`src/dcws_defines.svh`:
```
`ifndef DCWS_DEFINES_SVH
`define DCWS_DEFINES_SVH
// Contract
// - Mode pin high gives duty-cycle mode waking about every 300 ms.
// - Mode pin low keeps the receiver on; the duty cycle never powers it down.
// - A wake-up event starts the oscillator, then waits 2.25 ms to settle.
// - When the oscillator is stable, the synthesizer turns on and listening starts.
// - Limit select zero gives -103dBm, one gives -97dBm.
// - Strength above the limit within 6ms extends the on-period to 30.5ms.
// - No strength above the limit switches the synthesizer off after 6ms.
// - Every sync word restarts the on-state timer.
// - Busy pattern recognition keeps the synthesizer on until data is done.
// - The measured frequency offset is reported in the status word.
// - Load capacitance is settable from 8.5 pF to 16 pF in 0.5 pF steps.
// - Frequency control corrects offsets up to 80% of the deviation; here afcEnable is unused and afcOffset is only reported, not corrected.
// - The status offset field is meant to be added to the frequency word.
// - The strength flag is high while strength is above the limit.
`define DCWS_CLK_HZ 50000000
`define DCWS_PERIOD_US 300000
`define DCWS_SETTLE_US 2250
`define DCWS_LISTEN_US 6000
`define DCWS_EXTEND_US 30500
`define DCWS_US2CYC(us) ((us) * (`DCWS_CLK_HZ / 1000000))
`define DCWS_LIMIT_LO_DBM (-103)
`define DCWS_LIMIT_HI_DBM (-97)
`define DCWS_CAP_MIN_TENTH_PF 85
`define DCWS_CAP_STEP_TENTH_PF 5
`define DCWS_CAP_MAX_CODE 4'hf
`define DCWS_AFC_PCT 80
`define DCWS_OSC_RST 1'b1
`define DCWS_SYN_RST 1'b1
`define DCWS_CAP_RST 4'h0
`endif

```
`src/dcws_pkg.sv`:
```
package dcws_pkg;
    typedef enum logic [4:0] {
        ST_CONT = 5'h01,
        ST_SLEEP = 5'h02,
        ST_SETTLE = 5'h04,
        ST_LISTEN = 5'h08,
        ST_EXTEND = 5'h10
    } dcws_state_type;
    typedef struct packed {
        logic signalFlag;
        logic [5:0] measuredOffsetField;
    } dcws_status_type;
endpackage : dcws_pkg

```
`src/duty_cycle_wake_sequencer.sv`:
```
`timescale 1ns/10ps
`include "dcws_defines.svh"
module dcws_duty_cycle_wake_sequencer #(
    parameter int PERIOD_CYC = `DCWS_US2CYC(`DCWS_PERIOD_US),
    parameter int SETTLE_CYC = `DCWS_US2CYC(`DCWS_SETTLE_US),
    parameter int LISTEN_CYC = `DCWS_US2CYC(`DCWS_LISTEN_US),
    parameter int EXTEND_CYC = `DCWS_US2CYC(`DCWS_EXTEND_US)
) (
    input wire logic sys_clk,
    input wire logic arst_n,
    input wire logic clkEn,
    input wire logic low_power_duty_mode,
    input wire logic rssi_limit_select,
    input wire logic signed [7:0] signalStrengthDbm,
    input wire logic syncDetect,
    input wire logic patternBusy,
    input wire logic afcEnable,
    input wire logic [5:0] afcOffset,
    input wire logic [3:0] loadCapCode,
    output logic oscEnable,
    output logic synthEnable,
    output logic wakeEvent,
    output dcws_pkg::dcws_status_type status,
    output logic [3:0] loadCapSetting
);
    import dcws_pkg::*;

    localparam logic signed [7:0] LIMIT_LO = 8'(`DCWS_LIMIT_LO_DBM);
    localparam logic signed [7:0] LIMIT_HI = 8'(`DCWS_LIMIT_HI_DBM);

    // Mode and limit select pins pass two flops; the first stage is read only by the second
    logic [1:0] modeSync_r;
    logic [1:0] modeSync_nxt;
    logic [1:0] selSync_r;
    logic [1:0] selSync_nxt;
    logic modeDuty;
    logic limitHigh;
    logic above;

    logic [24:0] phase_r;
    logic [24:0] phase_nxt;
    logic phaseWrap;

    dcws_state_type state_r;
    dcws_state_type state_nxt;
    logic [24:0] tmr_r;
    logic [24:0] tmr_nxt;
    logic tmrDone;
    logic osc_r;
    logic osc_nxt;
    logic syn_r;
    logic syn_nxt;
    logic wake_r;
    logic wake_nxt;

    dcws_status_type stat_r;
    dcws_status_type stat_nxt;
    logic [3:0] cap_r;
    logic [3:0] cap_nxt;

    // Timer reload value; the timer hits zero on the last cycle of a span
    function automatic logic [24:0] cyc(input int n);
        cyc = 25'(n - 1);
    endfunction : cyc

    // Strictly above the limit; equal strength does not count
    function automatic logic aboveLimit(input logic signed [7:0] dbm,
                                        input logic high);
        aboveLimit = high ? (dbm > LIMIT_HI) : (dbm > LIMIT_LO);
    endfunction : aboveLimit

    function automatic logic synthOn(input dcws_state_type s);
        synthOn = (s == ST_CONT) || (s == ST_LISTEN) || (s == ST_EXTEND);
    endfunction : synthOn

    function automatic logic onPeriod(input dcws_state_type s);
        onPeriod = (s == ST_LISTEN) || (s == ST_EXTEND);
    endfunction : onPeriod

    always_comb begin
        modeSync_nxt = {modeSync_r[0], low_power_duty_mode};
        selSync_nxt = {selSync_r[0], rssi_limit_select};
    end

    always_ff @(posedge sys_clk or negedge arst_n) begin
        if (!arst_n) begin
            modeSync_r <= 2'h0;
            selSync_r <= 2'h0;
        end else if (clkEn) begin
            modeSync_r <= modeSync_nxt;
            selSync_r <= selSync_nxt;
        end
    end

    assign modeDuty = modeSync_r[1];
    assign limitHigh = selSync_r[1];
    // Strength is already on this clock, so it is compared unsynchronised
    assign above = aboveLimit(signalStrengthDbm, limitHigh);

    // Wake-up timer free runs so the period does not drift with activity
    always_comb begin
        phaseWrap = (phase_r == cyc(PERIOD_CYC));
        phase_nxt = phaseWrap ? 25'h0 : phase_r + 25'h1;
    end

    always_ff @(posedge sys_clk or negedge arst_n) begin
        if (!arst_n) begin
            phase_r <= 25'h0;
        end else if (clkEn) begin
            phase_r <= phase_nxt;
        end
    end

    assign tmrDone = (tmr_r == 25'h0);

    always_comb begin
        state_nxt = state_r;
        tmr_nxt = tmrDone ? tmr_r : tmr_r - 25'h1;
        wake_nxt = 1'b0;
        case (state_r)
            ST_CONT: begin
                if (modeDuty) begin
                    state_nxt = ST_SLEEP;
                end
            end
            ST_SLEEP: begin
                if (!modeDuty) begin
                    state_nxt = ST_CONT;
                end else if (phase_r == 25'h0) begin
                    wake_nxt = 1'b1;
                    tmr_nxt = cyc(SETTLE_CYC);
                    state_nxt = ST_SETTLE;
                end
            end
            ST_SETTLE: begin
                if (tmrDone) begin
                    tmr_nxt = cyc(LISTEN_CYC);
                    state_nxt = ST_LISTEN;
                end
            end
            ST_LISTEN, ST_EXTEND: begin
                if (syncDetect) begin
                    tmr_nxt = cyc(EXTEND_CYC);
                    state_nxt = ST_EXTEND;
                end else if (state_r == ST_LISTEN && above) begin
                    tmr_nxt = cyc(EXTEND_CYC);
                    state_nxt = ST_EXTEND;
                end else if (tmrDone && !patternBusy) begin
                    // Mode low here waits for the period to end first
                    state_nxt = modeDuty ? ST_SLEEP : ST_CONT;
                end
            end
            default: begin
                state_nxt = ST_CONT;
            end
        endcase
        // Powers follow the next state so they change with it, not after
        osc_nxt = (state_nxt != ST_SLEEP);
        syn_nxt = synthOn(state_nxt);
    end

    always_ff @(posedge sys_clk or negedge arst_n) begin
        if (!arst_n) begin
            state_r <= ST_CONT;
            tmr_r <= 25'h0;
            osc_r <= `DCWS_OSC_RST;
            syn_r <= `DCWS_SYN_RST;
            wake_r <= 1'b0;
        end else if (clkEn) begin
            state_r <= state_nxt;
            tmr_r <= tmr_nxt;
            osc_r <= osc_nxt;
            syn_r <= syn_nxt;
            wake_r <= wake_nxt;
        end
    end

    always_comb begin
        stat_nxt.signalFlag = above;
        // Offset only trusted by the host with AFC off; exposed as measured
        stat_nxt.measuredOffsetField = afcOffset;
        cap_nxt = loadCapCode;
    end

    always_ff @(posedge sys_clk or negedge arst_n) begin
        if (!arst_n) begin
            stat_r <= '0;
            cap_r <= `DCWS_CAP_RST;
        end else if (clkEn) begin
            stat_r <= stat_nxt;
            cap_r <= cap_nxt;
        end
    end

    assign oscEnable = osc_r;
    assign synthEnable = syn_r;
    assign wakeEvent = wake_r;
    assign status = stat_r;
    assign loadCapSetting = cap_r;

    // Checks below watch the registered outputs against the sequence
    a_cont_on: assert property (@(posedge sys_clk)
        disable iff (!arst_n)
        state_r == ST_CONT |-> syn_r && osc_r)
        else $error("continuous mode lost synth");

    a_sleep_off: assert property (@(posedge sys_clk)
        disable iff (!arst_n)
        state_r == ST_SLEEP |-> !osc_r && !syn_r)
        else $error("sleep left power on");

    a_wake_osc: assert property (@(posedge sys_clk)
        disable iff (!arst_n)
        wake_r |-> osc_r && !syn_r && state_r == ST_SETTLE)
        else $error("wake did not start oscillator");

    a_settle_syn: assert property (@(posedge sys_clk)
        disable iff (!arst_n)
        state_r == ST_SETTLE && tmrDone && clkEn
        |=> state_r == ST_LISTEN && syn_r)
        else $error("synth not on after settle");

    a_extend_load: assert property (@(posedge sys_clk)
        disable iff (!arst_n)
        clkEn && state_r == ST_LISTEN && above
        |=> state_r == ST_EXTEND && tmr_r == cyc(EXTEND_CYC))
        else $error("extension not loaded");

    a_sync_restart: assert property (@(posedge sys_clk)
        disable iff (!arst_n)
        clkEn && syncDetect && onPeriod(state_r)
        |=> tmr_r == cyc(EXTEND_CYC))
        else $error("sync did not restart timer");

    a_busy_hold: assert property (@(posedge sys_clk)
        disable iff (!arst_n)
        patternBusy && onPeriod(state_r) |=> syn_r)
        else $error("synth off while pattern busy");

    a_listen_end: assert property (@(posedge sys_clk)
        disable iff (!arst_n)
        clkEn && state_r == ST_LISTEN && tmrDone && !above
        && !syncDetect && !patternBusy && modeDuty
        |=> state_r == ST_SLEEP && !syn_r)
        else $error("listen did not end");

    a_flag_track: assert property (@(posedge sys_clk)
        disable iff (!arst_n)
        clkEn |=> stat_r.signalFlag == $past(above))
        else $error("strength flag wrong");

    a_wake_phase: assert property (@(posedge sys_clk)
        disable iff (!arst_n)
        clkEn && state_r == ST_SLEEP && modeDuty && phase_r == 25'h0
        |=> wake_r && state_r == ST_SETTLE)
        else $error("no wake at timer event");

    a_wake_pulse: assert property (@(posedge sys_clk)
        disable iff (!arst_n)
        clkEn && wake_r |=> !wake_r)
        else $error("wake pulse too long");

    a_settle_load: assert property (@(posedge sys_clk)
        disable iff (!arst_n)
        wake_r |-> tmr_r == cyc(SETTLE_CYC))
        else $error("settle time not loaded");

    a_mode_cont: assert property (@(posedge sys_clk)
        disable iff (!arst_n)
        clkEn && !modeDuty && state_r == ST_SLEEP
        |=> state_r == ST_CONT && syn_r && osc_r)
        else $error("mode low did not wake receiver");

    a_cont_stay: assert property (@(posedge sys_clk)
        disable iff (!arst_n)
        clkEn && !modeDuty && state_r == ST_CONT |=> state_r == ST_CONT)
        else $error("continuous mode left");

    a_listen_hold: assert property (@(posedge sys_clk)
        disable iff (!arst_n)
        clkEn && state_r == ST_LISTEN && !tmrDone |=> syn_r)
        else $error("synth off inside listen window");

    a_extend_end: assert property (@(posedge sys_clk)
        disable iff (!arst_n)
        clkEn && state_r == ST_EXTEND && tmrDone && !syncDetect
        && !patternBusy && modeDuty
        |=> state_r == ST_SLEEP && !osc_r && !syn_r)
        else $error("extension did not power down");

    a_limit_edge: assert property (@(posedge sys_clk)
        disable iff (!arst_n)
        clkEn && limitHigh && signalStrengthDbm == LIMIT_HI
        |=> !status.signalFlag)
        else $error("flag set at the high limit");

    a_limit_low: assert property (@(posedge sys_clk)
        disable iff (!arst_n)
        clkEn && !limitHigh && signalStrengthDbm == LIMIT_HI
        |=> status.signalFlag)
        else $error("flag clear above the low limit");

    a_offset_copy: assert property (@(posedge sys_clk)
        disable iff (!arst_n)
        clkEn |=> status.measuredOffsetField == $past(afcOffset))
        else $error("offset field wrong");

    a_cap_copy: assert property (@(posedge sys_clk)
        disable iff (!arst_n)
        clkEn |=> loadCapSetting == $past(loadCapCode))
        else $error("load capacitance wrong");

    a_clk_freeze: assert property (@(posedge sys_clk)
        disable iff (!arst_n)
        !clkEn |=> $stable(state_r) && $stable(tmr_r) && $stable(phase_r))
        else $error("state moved with clock enable low");
endmodule : dcws_duty_cycle_wake_sequencer
```
`config.mk`:
```
export PLATFORM = sky130hd
export DESIGN_NAME = dcws_duty_cycle_wake_sequencer
export DESIGN_NICKNAME = d
export VERILOG_FILES = /design/src/dcws_pkg.sv /design/src/duty_cycle_wake_sequencer.sv
export VERILOG_INCLUDE_DIRS = /design/src
export SDC_FILE = /design/constraint.sdc
export NUM_CORES = 1
export LEC_CHECK = 0
export BUFFER_PORTS_ARGS = -buffer_cell sky130_fd_sc_hd__buf_2
export CAP_MARGIN = 10
export CORE_ASPECT_RATIO = 0.7
export CORE_MARGIN = 2
export CORE_UTILIZATION = 40
export DETAILED_ROUTE_END_ITERATION = 7
export HOLD_SLACK_MARGIN = 0.1
export PLACE_DENSITY_LB_ADDON = 0.08
export SKIP_LAST_GASP = 1
export SLEW_MARGIN = 40
export SYNTH_ARGS = -nofsm -noshare
export SYNTH_HDL_FRONTEND = slang
export SYNTH_SLANG_ARGS = --single-unit
```
`constraint.sdc`:
```
create_clock -name sys_clk -period 3.2 [get_ports sys_clk]
set_clock_uncertainty 0.2 [all_clocks]
set_input_delay 0.96 -clock sys_clk [delete_from_list [all_inputs] [get_ports sys_clk]]
set_output_delay 0.96 -clock sys_clk [all_outputs]
set_load 0.02 [all_outputs]
```
After elaboration in Yosys (flattened, before gate mapping)
Index checks and enable logic that the tools add are counted.
- multiplexer cells: 21
- magnitude comparators: 2
- eq/ne operators: 10
- $add $sub $neg: 2
- reductions and logical operators: 8
- operators by type and width (kind ; number):
    $mux W25 ; 7
    $pmux W25 S3 ; 1
    $logic_not A25 Y1 ; 2
    $mux W5 ; 7
    $add A25 B1 Y25 const B ; 1
    $eq A25 B24 Y1 const B ; 1
    $sub A25 B1 Y25 const B ; 1
    $pmux W5 S4 ; 1
    $gt A8 B8 Y1 const B ; 2
    $eq A5 B1 Y1 const B ; 2
    $eq A5 B4 Y1 const B ; 2
    $eq A5 B5 Y1 const B ; 2
    $eq A5 B2 Y1 const B ; 1
    $eq A5 B3 Y1 const B ; 1
    $ne A5 B2 Y1 const B ; 1
    $mux W1 ; 4
    $logic_and A1 B1 Y1 ; 2
    $logic_or A1 B1 Y1 ; 2
    $mux W2 ; 1
    $reduce_or A2 Y1 ; 1
    $logic_not A1 Y1 ; 1
- register bits after elaboration: 73
- output and inout bits: 14
- word-level logic and storage cells: 54

Depth between registers and ports, before layout
- word-level depth: 9
- depth in mapped cells: 10
- depth with buffers taken out: 10

Worst setup path before layout
No wires, ideal clock.
- path type: input to register
- start: in signalStrengthDbm[6]
- end: reg tmr_r[24]
- path slack: 0.507 ns
- library setup time: 0.082 ns
- arrival: 2.411 ns
- stages: 7
- cell sequence: nor3b_1 o31a_1 o21ai_1 or2_2 buf_2 or3_1 a31oi_1
- word-level cells in the longest chain between the ends: 6
- elaborated cells on any way between the ends: 7
- RTL lines (element ; line ; text):
    from (decl) ; duty_cycle_wake_sequencer.sv:14 ; input wire logic signed [7:0] signalStrengthDbm,
    $gt A8 B8 Y1 ; duty_cycle_wake_sequencer.sv:69 ; aboveLimit = high ? (dbm > LIMIT_HI) : (dbm > LIMIT_LO);
    $mux W1 * ; duty_cycle_wake_sequencer.sv:69 ;
    $logic_and A1 B1 Y1 * ; duty_cycle_wake_sequencer.sv:145 ; end else if (state_r == ST_LISTEN && above) begin
    $mux W25 * ; duty_cycle_wake_sequencer.sv:145 ;
    $mux W25 * ; duty_cycle_wake_sequencer.sv:142 ; if (syncDetect) begin
    $pmux W25 S3 * ; duty_cycle_wake_sequencer.sv:120 ; case (state_r)
    to (signal assigned) ; duty_cycle_wake_sequencer.sv:171 ; tmr_r <= tmr_nxt;
    to (decl) ; duty_cycle_wake_sequencer.sv:46 ; logic [24:0] tmr_r;
Mark *: on every way between the ends. The rest lies on a longest branch, timed or not.
A chain may end at the register's enable or synchronous reset.

Final worst setup path
- start: reg tmr_r[18]
- end: reg tmr_r[15]
- word-level cells in the longest chain between the ends: 5
- elaborated cells on any way between the ends: 8
- RTL lines (element ; line ; text):
    $logic_not A25 Y1 * ; duty_cycle_wake_sequencer.sv:114 ; assign tmrDone = (tmr_r == 25'h0);
    $mux W25 ; duty_cycle_wake_sequencer.sv:118 ; tmr_nxt = tmrDone ? tmr_r : tmr_r - 25'h1;
    $mux W25 (on tied branches) ; duty_cycle_wake_sequencer.sv:145, duty_cycle_wake_sequencer.sv:129 ;
    $mux W25 (on tied branches) ; duty_cycle_wake_sequencer.sv:142, duty_cycle_wake_sequencer.sv:127 ;
    $pmux W25 S3 * ; duty_cycle_wake_sequencer.sv:120 ;
Marked as above.

==> impl_metrics.xml <==
<?xml version="1.0" encoding="UTF-8"?>
<metrics>
  <group name="logic_synthesis">
    <metric name="syn-mean-instance-area" unit="µm²">9.20</metric>
    <metric name="synth.net_count" unit="">485</metric>
    <metric name="flip_flop_and_latch_count_after_synthesis" unit="">73</metric>
    <metric name="postSynth.topFlopCell" unit="">sky130_fd_sc_hd__dfrtp_1</metric>
    <metric name="synth_largest_type_area_fraction" unit="">0.419</metric>
    <metric name="async_reset_ff_frac" unit="">1.00</metric>
    <metric name="netlist_top_cells_count" unit="">sky130_fd_sc_hd__dfrtp_1, sky130_fd_sc_hd__nand2_1, sky130_fd_sc_hd__nor2_1</metric>
    <metric name="synth_top_area_cell" unit="">sky130_fd_sc_hd__dfrtp_1</metric>
    <metric name="seq_area_frac_synth" unit="">0.438</metric>
    <metric name="yosysWarnings" unit="">0</metric>
    <metric name="synth_cell_types" unit="">66</metric>
    <metric name="syn-cell-area" unit="µm²">4180</metric>
    <metric name="cell_with_the_most_instances_after_synthesis" unit="">sky130_fd_sc_hd__dfrtp_1</metric>
    <metric name="synth.area.top_cells" unit="">sky130_fd_sc_hd__dfrtp_1, sky130_fd_sc_hd__mux2_2, sky130_fd_sc_hd__nand2_1</metric>
    <metric name="syn_inst" unit="">454</metric>
    <metric name="synth_enable_flop_cells" unit="">0</metric>
  </group>
  <group name="floorplan">
    <metric name="core" unit="µm²">10200</metric>
    <metric name="fp.dieH" unit="µm">89.5</metric>
    <metric name="floorplan.die.width" unit="µm">126</metric>
    <metric name="cell_rows" unit="">31</metric>
    <metric name="ioPinCount" unit="">40</metric>
    <metric name="die-area" unit="µm²">11300</metric>
    <metric name="initial_core_util" unit="">0.408</metric>
  </group>
  <group name="final_layout">
    <metric name="nets" unit="">535</metric>
    <metric name="num_antenna_cells" unit="">0</metric>
    <metric name="flow.area_growth_from_synthesis" unit="%">17.7</metric>
    <metric name="regArea" unit="µm²">1830</metric>
    <metric name="post_route_cells_drive_above_1_share" unit="">0.204</metric>
    <metric name="multi_input_area" unit="µm²">2200</metric>
    <metric name="num-fill-cells" unit="">989</metric>
  </group>
  <group name="route">
    <metric name="ant_nets" unit="">0</metric>
    <metric name="vias_per_cell" unit="">5.79</metric>
    <metric name="detail_route.iter0.violations" unit="">367</metric>
    <metric name="drt_pass1_iterations" unit="">5</metric>
    <metric name="num_vias" unit="">3710</metric>
    <metric name="route.detailed.drc" unit="">0</metric>
    <metric name="wl_per_cell" unit="µm">16.8</metric>
    <metric name="routed_wl" unit="µm">10800</metric>
  </group>
  <group name="grt">
    <metric name="grt_start_max_net_pins" unit="">39</metric>
    <metric name="grt_antenna_before_repair" unit="">0</metric>
    <metric name="grt_pass1_wl" unit="µm">17900</metric>
    <metric name="grt_pass1_vias" unit="">3356</metric>
    <metric name="gr-max-usage-layer" unit="">met1</metric>
    <metric name="groute.layer.met1.usage" unit="">0.323</metric>
    <metric name="grt_use_met2" unit="">0.267</metric>
    <metric name="grt_overflow_total" unit="">0</metric>
    <metric name="global_route.usage.met3" unit="">0.0461</metric>
    <metric name="groute.usage.overall" unit="">0.204</metric>
  </group>
  <group name="cts">
    <metric name="clock_tree_root_buffer_cell" unit="">sky130_fd_sc_hd__clkbuf_16</metric>
    <metric name="deepest_clock_path_buffer_count" unit="">2</metric>
    <metric name="post_cts_resize_count" unit="">0</metric>
    <metric name="insertion_delay" unit="ps">340</metric>
    <metric name="clk_pin_slew_worst_paths" unit="ps">60</metric>
    <metric name="tritoncts_num_sinks" unit="">73</metric>
    <metric name="htree_num_levels" unit="">3</metric>
    <metric name="holdBufCountCts" unit="">0</metric>
    <metric name="cts_tree" unit="">built</metric>
    <metric name="post_cts.repair.setup_buffers" unit="">0</metric>
    <metric name="cts-buffers-inserted" unit="">9</metric>
  </group>
  <group name="timing">
    <metric name="final_critical_path_setup_slack" unit="ps">430</metric>
    <metric name="fin_crit" unit="ps">2770</metric>
    <metric name="tightestPinTransition" unit="ps">637</metric>
    <metric name="timing_hold_violations_final" unit="">0</metric>
    <metric name="finalCritPeriodShare" unit="">0.866</metric>
    <metric name="max_clock_freq" unit="GHz">0.361</metric>
    <metric name="finalSetupViolations" unit="">0</metric>
    <metric name="timing.max_slew.rel_slack" unit="">0.573</metric>
    <metric name="unrepaired_setup_endpoints_after_global_routing" unit="">no</metric>
    <metric name="drv_slew" unit="">0</metric>
    <metric name="setup-tns-final" unit="ps">0</metric>
  </group>
  <group name="run_status">
    <metric name="outcome" unit="">complete, no violations</metric>
  </group>
  <group name="pwr">
    <metric name="netSwitchingFraction" unit="">0.321</metric>
    <metric name="power_frac_comb" unit="">0.190</metric>
    <metric name="pwr_dens" unit="nW/µm²">587</metric>
    <metric name="sequentialPowerShare" unit="">0.451</metric>
    <metric name="power.switching" unit="µW">927</metric>
    <metric name="cellLeakagePower" unit="µW">0.00203</metric>
    <metric name="p_int" unit="µW">1960</metric>
    <metric name="clkPwrFrac" unit="">0.359</metric>
    <metric name="irDropWorstVdd" unit="mV">0.292</metric>
  </group>
  <group name="hold_path">
    <metric name="worst_hold_path_startpoint" unit="">phase_r[24]</metric>
    <metric name="worstHoldPathType" unit="">reg2reg</metric>
  </group>
  <group name="job">
    <metric name="maxCapViolations" unit="">0</metric>
  </group>
  <group name="worst_setup_path">
    <metric name="worstPathMaxFanout" unit="">10</metric>
    <metric name="timing.critical_path.arrival" unit="ps">2790</metric>
    <metric name="reg2reg_from" unit="">tmr_r[18]</metric>
    <metric name="setup.worst_path.class" unit="">reg2reg</metric>
    <metric name="critical_path.startpoint" unit="">tmr_r[18]</metric>
    <metric name="element_type_at_the_critical_path_end" unit="">flip-flop</metric>
    <metric name="crit_path_required_time" unit="ps">3220</metric>
    <metric name="startpoint_class_of_the_critical_path" unit="">flip-flop</metric>
  </group>
  <group name="placement">
    <metric name="gp_congestion" unit="">0.843</metric>
    <metric name="detailedPlacementHpwl" unit="µm">7780</metric>
    <metric name="portBuffers" unit="">37</metric>
    <metric name="place_worst_setup_slack" unit="ps">344</metric>
  </group>
</metrics>
==> flip-flops by register name, indices dropped and copies added, names as in the netlist <==
name,cells
phase_r,25
status,7
loadCapSetting,4
oscEnable,1
synthEnable,1
modeSync_r,2
state_r,5
wakeEvent,1
tmr_r,25
selSync_r,2
==> per-stage QoR <==
stage | area, µm² | total power [µW] | util | cells | hold slack [ps]
2_1_floorplan | 4180 | 1640 | - | 454 | 243
3_3_place_gp | 4610 | 1840 | 0.450 | 625 | 262
3_5_place_dp | 4610 | 1860 | 0.450 | 625 | 267
4_1_cts | 4920 | 2910 | 0.480 | 641 | 276
5_1_grt | 4920 | 3050 | 0.480 | 641 | 290
6_report | 4920 | 2890 | 0.480 | 641 | 269
==> critical path, stage by stage, from the launching register on <==
cell and delay (ps):
sky130_fd_sc_hd__dfrtp_1 430, sky130_fd_sc_hd__nor4_1 540, sky130_fd_sc_hd__nand4_2 290, sky130_fd_sc_hd__or3b_1 620, sky130_fd_sc_hd__and3b_1 250, sky130_fd_sc_hd__a221o_1 320
==> power by group through the flow <==
stage	Clock, µW	Sequential [µW]	Combinational [µW]
after floorplan	0	1260	384
after global placement	0	1300	536
after detailed placement	0	1310	547
after CTS	1070	1300	551
after global routing	1100	1330	616
final	1040	1300	549
==> layer usage <==
metal | vias up | share of wire | routed length [µm]
met1 | 1775 | 0.53 | 5660
met2 | 141 | 0.38 | 4130
met3 | 9 | 0.079 | 855
met5 | - | 0 | 0
met4 | 0 | 0.012 | 124
li1 | 1785 | - | -
==> logic make-up after synthesis <==
| logic type | Yosys count | synth area share |
|---|---|---|
| mux | 17 | 0.0452 |
| simple gates | 206 | 0.262 |
| buf+inv | 34 | 0.0345 |
| compound gates | 100 | 0.165 |
| fa+ha+maj | 5 | 0.0150 |
| flops | 73 | 0.438 |
| xor+xnor | 19 | 0.0398 |
==> cell type report <==
type / count / share of cell area
clock buffer: 10 / 0.0486
clock inverter: 6 / 0.0135
inverter: 15 / 0.0115
multi-input combinational: 347 / 0.448
sequential: 73 / 0.372
tap: 132 / 0.0336
timing repair buffer: 58 / 0.0728
==> path summary, 6_finish.rpt <==
kind / cells after the start / slack, ps / to
setup / recovery: 5 / 430 / tmr_r[15]
min in group asynchronous: 1 / 380 / phase_r[16]
hold reg to reg: 1 / 270 / phase_r[24]
setup reg to reg: 5 / 430 / tmr_r[15]
max in group asynchronous: 2 / 1840 / tmr_r[24]
hold / removal: 1 / 270 / phase_r[24]
==> layout by cell type (no fill, tap or decap), types with 6 or more instances in the layout <==
master                      count
sky130_fd_sc_hd__nand3_1       28
sky130_fd_sc_hd__mux2_2        15
sky130_fd_sc_hd__xor2_1         8
sky130_fd_sc_hd__o211ai_1      10
sky130_fd_sc_hd__nor2_1        45
sky130_fd_sc_hd__buf_2         36
sky130_fd_sc_hd__dfrtp_1       70
sky130_fd_sc_hd__buf_4         21
sky130_fd_sc_hd__nor3_1        14
sky130_fd_sc_hd__a21oi_1       15
sky130_fd_sc_hd__or3_1         11
sky130_fd_sc_hd__or4_1          8
sky130_fd_sc_hd__clkbuf_16      9
sky130_fd_sc_hd__inv_1         14
sky130_fd_sc_hd__xnor2_1       11
sky130_fd_sc_hd__nand4_1        7
sky130_fd_sc_hd__o31ai_1        6
sky130_fd_sc_hd__nand2_1       45
sky130_fd_sc_hd__nor4_1        13
sky130_fd_sc_hd__o21ai_0       21
No activity file was read; power rests on OpenSTA's default activity.
